==> config.mk <==
export PLATFORM = sky130hd
export DESIGN_NAME = asrc_host
export DESIGN_NICKNAME = d
export VERILOG_FILES = /design/src/common/asrc_pkg.sv /design/src/common/asrc_tmr_if.sv /design/src/verilog/asrc_timer.sv /design/src/verilog/asrc_host.sv
export VERILOG_INCLUDE_DIRS = /design/src /design/src/common
export SDC_FILE = /design/constraint.sdc
export NUM_CORES = 1
export LEC_CHECK = 0
export BUFFER_PORTS_ARGS = -buffer_cell sky130_fd_sc_hd__buf_4
export CAP_MARGIN = 20
export CORE_MARGIN = 1
export CORE_UTILIZATION = 50
export CTS_BUF_LIST = sky130_fd_sc_hd__clkbuf_4
export CTS_CLUSTER_SIZE = 40
export DETAILED_ROUTE_END_ITERATION = 8
export PLACE_DENSITY = 0.83
export SYNTH_ARGS = -nofsm -noshare
export SYNTH_HDL_FRONTEND = slang
export SYNTH_HIERARCHICAL = 1
export SYNTH_SLANG_ARGS = --single-unit
==> constraint.sdc <==
create_clock -name sys_clk_i -period 3.3 [get_ports sys_clk_i]
set_input_delay 0.495 -clock sys_clk_i [delete_from_list [all_inputs] [get_ports sys_clk_i]]
set_output_delay 0.495 -clock sys_clk_i [all_outputs]
set_load 0.01 [all_outputs]
==> src/common/asrc_map.svh <==
// constants for the async static memory host controller
`ifndef ASRC_MAP_SVH
`define ASRC_MAP_SVH
`define ASRC_CLK_PERIOD_NS   100
`define ASRC_POWER_UP_US     100
`define ASRC_POWER_UP_CYC    `ASRC_CYC_OF(`ASRC_POWER_UP_US * 1000)
`define ASRC_WR_CYCLE_NS     8
`define ASRC_WR_PULSE_NS     6
`define ASRC_RD_CYCLE_NS     8
`define ASRC_ACCESS_NS       8
`define ASRC_OE_HIZ_NS       4
`define ASRC_CYC_OF(ns)      (((ns) + `ASRC_CLK_PERIOD_NS - 1) / `ASRC_CLK_PERIOD_NS)
`define ASRC_WR_PULSE_CYC    `ASRC_CYC_OF(`ASRC_WR_PULSE_NS)
`define ASRC_RD_WAIT_CYC     `ASRC_CYC_OF(`ASRC_ACCESS_NS)
`define ASRC_TURN_CYC        `ASRC_CYC_OF(`ASRC_OE_HIZ_NS)
`define ASRC_ADDR_W          18
`define ASRC_DATA_W          16
`define ASRC_LANE_W          8
`define ASRC_CNT_W           11
`endif

==> src/common/asrc_pkg.sv <==
// types for the async static memory host controller
package asrc_pkg;
  typedef enum logic [2:0] {
    ASRC_ST_POWER = 3'h0,
    ASRC_ST_IDLE  = 3'h1,
    ASRC_ST_WSET  = 3'h2,
    ASRC_ST_WPUL  = 3'h3,
    ASRC_ST_WEND  = 3'h4,
    ASRC_ST_RACC  = 3'h5,
    ASRC_ST_RCAP  = 3'h6,
    ASRC_ST_TURN  = 3'h7
  } asrc_state_e;
endpackage

==> src/common/asrc_tmr_if.sv <==
// timer hand-shake between sequencer and timer
`timescale 1ns/100ps
`include "asrc_map.svh"
interface asrc_tmr_if;
  logic                   load;
  logic [`ASRC_CNT_W-1:0] value;
  logic                   done;
  modport master (output load, output value, input done);
  modport timer  (input load, input value, output done);
endinterface

==> src/verilog/asrc_timer.sv <==
// down counter that times the power-up wait, write pulse, read access and turnaround
`timescale 1ns/100ps
`include "asrc_map.svh"
module asrc_timer (
  input  wire logic sys_clk_i,
  input  wire logic reset_n_i,
  asrc_tmr_if.timer tmr
);
  logic [`ASRC_CNT_W-1:0] cnt_reg;
  logic [`ASRC_CNT_W-1:0] cnt_next;

  always_comb begin
    cnt_next = cnt_reg;
    if (tmr.load) begin
      cnt_next = tmr.value;
    end else if (cnt_reg != '0) begin
      cnt_next = cnt_reg - `ASRC_CNT_W'(1);
    end
  end

  always_ff @(posedge sys_clk_i) begin
    if (!reset_n_i) begin
      cnt_reg <= '0;
    end else begin
      cnt_reg <= cnt_next;
    end
  end

  // done looks only at the count, so no path runs from load back to done
  assign tmr.done = (cnt_reg == '0);
endmodule // asrc_timer

==> src/verilog/asrc_host.sv <==
// host controller driving a 256K x 16 asynchronous static memory
`timescale 1ns/100ps
`include "asrc_map.svh"
module asrc_host (
  input  wire logic                    sys_clk_i,
  input  wire logic                    reset_n_i,
  input  wire logic                    req_valid_i,
  input  wire logic                    req_write_i,
  input  wire logic [`ASRC_ADDR_W-1:0] req_addr_i,
  input  wire logic [`ASRC_DATA_W-1:0] req_wdata_i,
  input  wire logic [1:0]              req_lane_en_i,
  output logic                         req_ready_o,
  output logic                         rsp_valid_o,
  output logic [`ASRC_DATA_W-1:0]      rsp_rdata_o,
  output logic [`ASRC_ADDR_W-1:0]      word_address_lines_o,
  output logic                         chip_select_n_o,
  output logic                         output_enable_n_o,
  output logic                         write_strobe_n_o,
  output logic                         lower_byte_lane_n_o,
  output logic                         upper_byte_lane_n_o,
  input  wire logic [`ASRC_DATA_W-1:0] shared_data_lines_i,
  output logic [`ASRC_DATA_W-1:0]      shared_data_lines_o,
  output logic                         shared_data_lines_oe_o
);
  //----------------------------------------
  // state
  //----------------------------------------
  asrc_pkg::asrc_state_e           state_reg, state_next;
  logic [`ASRC_ADDR_W-1:0]         addr_reg, addr_next;
  logic [`ASRC_DATA_W-1:0]         wdata_reg, wdata_next;
  logic [`ASRC_DATA_W-1:0]         rdata_reg, rdata_next;
  logic                            ce_n_reg, ce_n_next;
  logic                            oe_n_reg, oe_n_next;
  logic                            we_n_reg, we_n_next;
  logic [1:0]                      lane_n_reg, lane_n_next;
  logic                            drv_reg, drv_next;
  logic                            ready_reg, ready_next;
  logic                            rsp_reg, rsp_next;
  logic                            pwr_load_reg;

  asrc_tmr_if tmr ();

  asrc_timer u_timer (
    .sys_clk_i (sys_clk_i),
    .reset_n_i (reset_n_i),
    .tmr       (tmr)
  );

  function automatic logic [`ASRC_CNT_W-1:0] cyc(input int n);
    cyc = (n < 1) ? `ASRC_CNT_W'(1) : `ASRC_CNT_W'(n);
  endfunction

  //----------------------------------------
  // sequencer
  //----------------------------------------
  always_comb begin
    state_next  = state_reg;
    addr_next   = addr_reg;
    wdata_next  = wdata_reg;
    rdata_next  = rdata_reg;
    ce_n_next   = ce_n_reg;
    oe_n_next   = oe_n_reg;
    we_n_next   = we_n_reg;
    lane_n_next = lane_n_reg;
    drv_next    = drv_reg;
    ready_next  = 1'b0;
    rsp_next    = 1'b0;
    tmr.load    = 1'b0;
    tmr.value   = '0;
    case (state_reg)
      asrc_pkg::ASRC_ST_POWER: begin
        if (pwr_load_reg) begin
          tmr.load  = 1'b1;
          tmr.value = cyc(`ASRC_POWER_UP_CYC);
        end else if (tmr.done) begin
          state_next = asrc_pkg::ASRC_ST_IDLE;
          ready_next = 1'b1;
        end
      end
      asrc_pkg::ASRC_ST_IDLE: begin
        ready_next = 1'b1;
        if (req_valid_i && ready_reg && (req_lane_en_i != 2'h0)) begin
          ready_next  = 1'b0;
          addr_next   = req_addr_i;
          wdata_next  = req_wdata_i;
          lane_n_next = ~req_lane_en_i;
          if (req_write_i) begin
            drv_next   = 1'b1;
            state_next = asrc_pkg::ASRC_ST_WSET;
          end else begin
            ce_n_next  = 1'b0;
            oe_n_next  = 1'b0;
            tmr.load   = 1'b1;
            tmr.value  = cyc(`ASRC_RD_WAIT_CYC);
            state_next = asrc_pkg::ASRC_ST_RACC;
          end
        end
      end
      asrc_pkg::ASRC_ST_WSET: begin
        ce_n_next  = 1'b0;
        we_n_next  = 1'b0;
        tmr.load   = 1'b1;
        tmr.value  = cyc(`ASRC_WR_PULSE_CYC);
        state_next = asrc_pkg::ASRC_ST_WPUL;
      end
      asrc_pkg::ASRC_ST_WPUL: begin
        if (tmr.done) begin
          we_n_next  = 1'b1;
          state_next = asrc_pkg::ASRC_ST_WEND;
        end
      end
      asrc_pkg::ASRC_ST_WEND: begin
        ce_n_next   = 1'b1;
        lane_n_next = 2'h3;
        drv_next    = 1'b0;
        state_next  = asrc_pkg::ASRC_ST_IDLE;
        rsp_next    = 1'b1;
        ready_next  = 1'b0;
      end
      asrc_pkg::ASRC_ST_RACC: begin
        if (tmr.done) begin
          state_next = asrc_pkg::ASRC_ST_RCAP;
        end
      end
      asrc_pkg::ASRC_ST_RCAP: begin
        rdata_next  = shared_data_lines_i & {{8{!lane_n_reg[1]}}, {8{!lane_n_reg[0]}}};
        ce_n_next   = 1'b1;
        oe_n_next   = 1'b1;
        lane_n_next = 2'h3;
        rsp_next    = 1'b1;
        tmr.load    = 1'b1;
        tmr.value   = cyc(`ASRC_TURN_CYC);
        state_next  = asrc_pkg::ASRC_ST_TURN;
      end
      asrc_pkg::ASRC_ST_TURN: begin
        if (tmr.done) begin
          state_next = asrc_pkg::ASRC_ST_IDLE;
          ready_next = 1'b1;
        end
      end
      default: begin
        state_next = asrc_pkg::ASRC_ST_IDLE;
      end
    endcase
  end

  always_ff @(posedge sys_clk_i) begin
    if (!reset_n_i) begin
      state_reg  <= asrc_pkg::ASRC_ST_POWER;
      addr_reg   <= '0;
      wdata_reg  <= '0;
      rdata_reg  <= '0;
      ce_n_reg   <= 1'b1;
      oe_n_reg   <= 1'b1;
      we_n_reg   <= 1'b1;
      lane_n_reg <= 2'h3;
      drv_reg    <= 1'b0;
      ready_reg  <= 1'b0;
      rsp_reg    <= 1'b0;
    end else begin
      state_reg  <= state_next;
      addr_reg   <= addr_next;
      wdata_reg  <= wdata_next;
      rdata_reg  <= rdata_next;
      ce_n_reg   <= ce_n_next;
      oe_n_reg   <= oe_n_next;
      we_n_reg   <= we_n_next;
      lane_n_reg <= lane_n_next;
      drv_reg    <= drv_next;
      ready_reg  <= ready_next;
      rsp_reg    <= rsp_next;
    end
  end

  // power-up wait loads the timer once, on the first cycle out of reset
  always_ff @(posedge sys_clk_i) begin
    if (!reset_n_i) begin
      pwr_load_reg <= 1'b1;
    end else begin
      pwr_load_reg <= 1'b0;
    end
  end

  //----------------------------------------
  // outputs
  //----------------------------------------
  assign req_ready_o            = ready_reg;
  assign rsp_valid_o            = rsp_reg;
  assign rsp_rdata_o            = rdata_reg;
  assign word_address_lines_o   = addr_reg;
  assign chip_select_n_o        = ce_n_reg;
  assign output_enable_n_o      = oe_n_reg;
  assign write_strobe_n_o       = we_n_reg;
  assign lower_byte_lane_n_o    = lane_n_reg[0];
  assign upper_byte_lane_n_o    = lane_n_reg[1];
  assign shared_data_lines_o    = wdata_reg;
  assign shared_data_lines_oe_o = drv_reg;

  //----------------------------------------
  // assertions
  //----------------------------------------
  AST_NO_CONTENTION: assert property (@(posedge sys_clk_i) disable iff (!reset_n_i)
    !(drv_reg && !oe_n_reg)) else $error("host and memory drive together");
  AST_WE_HIGH_IN_READ: assert property (@(posedge sys_clk_i) disable iff (!reset_n_i)
    !oe_n_reg |-> we_n_reg) else $error("strobe low during read");
  AST_WE_INSIDE_CE: assert property (@(posedge sys_clk_i) disable iff (!reset_n_i)
    !we_n_reg |-> (!ce_n_reg && drv_reg && lane_n_reg != 2'h3)) else $error("bad write start");
  AST_DATA_HOLD: assert property (@(posedge sys_clk_i) disable iff (!reset_n_i)
    $rose(we_n_reg) |-> drv_reg && $stable(wdata_reg) && $stable(addr_reg))
    else $error("data moved at write end");
  AST_ADDR_BEFORE_CE: assert property (@(posedge sys_clk_i) disable iff (!reset_n_i)
    $fell(ce_n_reg) |-> $stable(addr_reg) || state_reg == asrc_pkg::ASRC_ST_RACC)
    else $error("address not set at select");
  AST_WRITE_PULSE: assert property (@(posedge sys_clk_i) disable iff (!reset_n_i)
    $fell(we_n_reg) |-> !we_n_reg [*2]) else $error("write pulse too short");
  AST_READ_WAIT: assert property (@(posedge sys_clk_i) disable iff (!reset_n_i)
    $fell(oe_n_reg) |-> !oe_n_reg [*2]) else $error("read sampled too early");
  AST_POWER_WAIT: assert property (@(posedge sys_clk_i) disable iff (!reset_n_i)
    state_reg == asrc_pkg::ASRC_ST_POWER |-> ce_n_reg) else $error("access during power wait");
  AST_END_DESELECT: assert property (@(posedge sys_clk_i) disable iff (!reset_n_i)
    $rose(we_n_reg) |=> ce_n_reg && lane_n_reg == 2'h3) else $error("write not closed");

  COV_WRITE: cover property (@(posedge sys_clk_i) disable iff (!reset_n_i) $fell(we_n_reg));
  COV_READ: cover property (@(posedge sys_clk_i) disable iff (!reset_n_i) $fell(oe_n_reg));
  COV_LOW_ONLY: cover property (@(posedge sys_clk_i) disable iff (!reset_n_i)
    !ce_n_reg && lane_n_reg == 2'h2);
  COV_UP_ONLY: cover property (@(posedge sys_clk_i) disable iff (!reset_n_i)
    !ce_n_reg && lane_n_reg == 2'h1);
endmodule // asrc_host

==> impl_metrics.toml <==
[cts]
hold_buffers = 0
cts_buffers = 9
cts_tree = "yes"
clockRootBuffer = "clkbuf_4"
postCtsSetupBuffers = 0
insertion_delay_ns = 0.39
cts_buffer_depth = 2
htree_levels = 3
clkTransAtPathRegs_ns = 0.12
cts.sinks = 73
cts.repair.resized = 0

[cells_and_area]
fin_nets = 521
largest_reg_flops = 18
drive_gt1_share_pct = 30.77
syn2layout_area_growth_pct = 30.44
final_cells = 543
antennaDiodeCount = 0

[worst_setup_path]
path_max_fanout = 8
startpoint = "u_timer/cnt_reg[0]"
reg2reg_slack_ns = 0.93
crit_end = "state_reg[0]"
r2r_end = "state_reg[0]"
crit_path_start_kind = "flop"
required_ns = 3.58
critical_path_class = "flop to flop"
r2r_start = "u_timer/cnt_reg[0]"
r2r_cells = 7
crit_arrival_ns = 2.65
end_kind = "flop"

[die]
start_util_pct = 52.49
die_w_um = 81.30
dieHeight_um = 81.30
die-area_um2 = 6610
rows = 28
num_io_pins = 114
core_region_area_um2 = 5991

[global_route]
first_global_vias = 2826
track_usage_pct = 24.61
antenna_found_initial = 0
grt.overflow.total = 0
grt_max_degree = 55
grt_pass1_wl_mm = 12.69

[routing]
wl_per_cell_um = 14.90
drc = 0
drtAntennaViolNets = 0
first_iter_violations = 305
drt_pass1_iterations = 4
via_count = 3152
via_per_inst = 5.805
drt-total-wl_mm = 8.091

[yosys]
synth_top_family_by_area = "compound AO/OA/AOI/OAI gates"
synth.most_common_cell = "dfxtp_1"
syn_area_per_cell_um2 = 8.614
yosys.area_share.simple_pct = 20.77
syn_inst = 365
ys_ff_latch = 73
synthDistinctLibCells = 57
ys_async_sr_fraction_pct = 0
synth_compound_area_share_pct = 25.11
seq_area_frac_synth_pct = 46.48
synth_common_cells = "dfxtp_1, a21oi_1, nand3_1"
yosys_warnings = 6
synthAdderAreaFrac_pct = 0.3979
yosysTopAreaCellShare_pct = 46.48
synthMuxAreaShare_pct = 0
yosys.area_share.xor_xnor_pct = 0.8357
synth_edf_count = 0
synth_area_leaders = "dfxtp_1, a21oi_1, nand3_1, nand3b_1, o21ai_0"
synth_area_um2 = 3144
yosys.area.top_type = "dfxtp_1"
synthFlopType = "dfxtp_1"

[outcome]
outcome = "finished, final reports clean"

[timing]
setup_viol = 0
slew_headroom_pct = 37.37
slew_violations = 0
rsz0062_at_grt = "no"
finClkSkew_ns = 0.01345
timing.final.crit_share_pct = 71.67
period_needed_ns = 2.365
maxClockFrequency_mhz = 422.8
tightest_slew_ns = 0.9381
finalHoldViolCount = 0
tns_ns = 0

[placement]
place_hpwl_mm = 5.336
port_buffers = 113
dp_cells = 528
gp_congestion = 0.8320

[hold_path]
hp-class = "primary input to flop"
hold_path_depth = 3

[power_and_ir_drop]
ir_drop_uv = 299.0
p_leak_uw = 0.001619
power.density_nw_per_um2 = 413.6

[run]
maxCapViolations = 0
-- report_power, final --
group / internal (uW) / total [uW] / switching (uW)
registers: 903 / 933 / 30.4
logic: 108 / 234 / 126
clock network: 223 / 530 / 306
total: 1230 / 1700 / 462
-- routing by layer --
layer	share of wire, %	track usage (%)	vias to the layer above
met5	0	0	-
met4	1.6	13.04	0
met3	6.3	4.831	12
met2	49	40.25	127
met1	43	30.37	1477
li1	-	-	1536
-- critical path: stages (launching register included) --
cell	delay [ns]
dfxtp_1	0.35
inv_1	0.08
ha_1	0.20
or4b_1	0.62
nor4_4	0.42
o21a_1	0.18
a21oi_1	0.05
o311a_1	0.36
-- stage by stage --
step | cell area, um2 | util (%) | hold WS, ns | total power (uW) | setup WS (ns)
2_1_floorplan | 3156 | - | 0.4761 | 1097 | 1.018
3_3_place_gp | 3974 | 66.33 | 0.4388 | 1178 | 1.030
3_5_place_dp | 3974 | 66.33 | 0.4487 | 1182 | 0.9697
4_1_cts | 4101 | 68.46 | 0.3179 | 1707 | 0.9568
5_1_grt | 4101 | 68.46 | 0.3092 | 1773 | 0.8035
6_report | 4101 | 68.46 | 0.3440 | 1696 | 0.9349
-- cells by family (layout without fill, tap and decap cells) --
group                      Yosys count  after routing
DFF                                 73             73
and+or+nand+nor                    113            113
adders and majority gates            1              1
xor gates and xnor gates             3              3
buffers and inverters               40            140
AOI/OAI and AO/OA                  134            134
other                                1              4
-- worst min-delay path by stage --
stage / startpoint / end / slack (ns)
3_5_place_dp: rsp_rdata_o[15] / rsp_rdata_o[15] / 0.45
2_1_floorplan: rsp_rdata_o[0] / rsp_rdata_o[0] / 0.48
6_report: req_addr_i[17] / word_address_lines_o[17] / 0.34
5_1_grt: req_wdata_i[9] / shared_data_lines_o[9] / 0.31
3_3_place_gp: rsp_rdata_o[10] / rsp_rdata_o[10] / 0.44
4_1_cts: req_addr_i[3] / word_address_lines_o[3] / 0.32
-- area by class of cell --
class / instances / area [um2]
clock buffers: 9 / 67.56
clock inverters: 6 / 60.06
fillers: 525 / 1889
inverters: 6 / 22.52
multi-input cells: 255 / 1503
flip-flops and latches: 73 / 1461
well taps: 75 / 93.84
repair buffers: 119 / 893.4
-- layout by cell type, fill, tap and decap left out, types with 2 or more instances in the layout --
master and n:
nand2b_1 3, a32o_1 2, nor2_1 5, a21boi_0 2, or4_1 3, dfxtp_1 73, clkinv_2 2, o211ai_1 2
o31ai_1 4, inv_1 5, buf_4 119, o21ai_1 19, nor4_1 2, xor2_1 2, a21oi_1 56, a31oi_1 5
nand3b_1 17, and2_1 2, nand3_1 40, nand4_1 4, nand2_1 24, clkbuf_4 9, o21ai_0 24, conb_1 4
nor3_1 2, o2111ai_1 3
(Power assumes the default switching activity.)
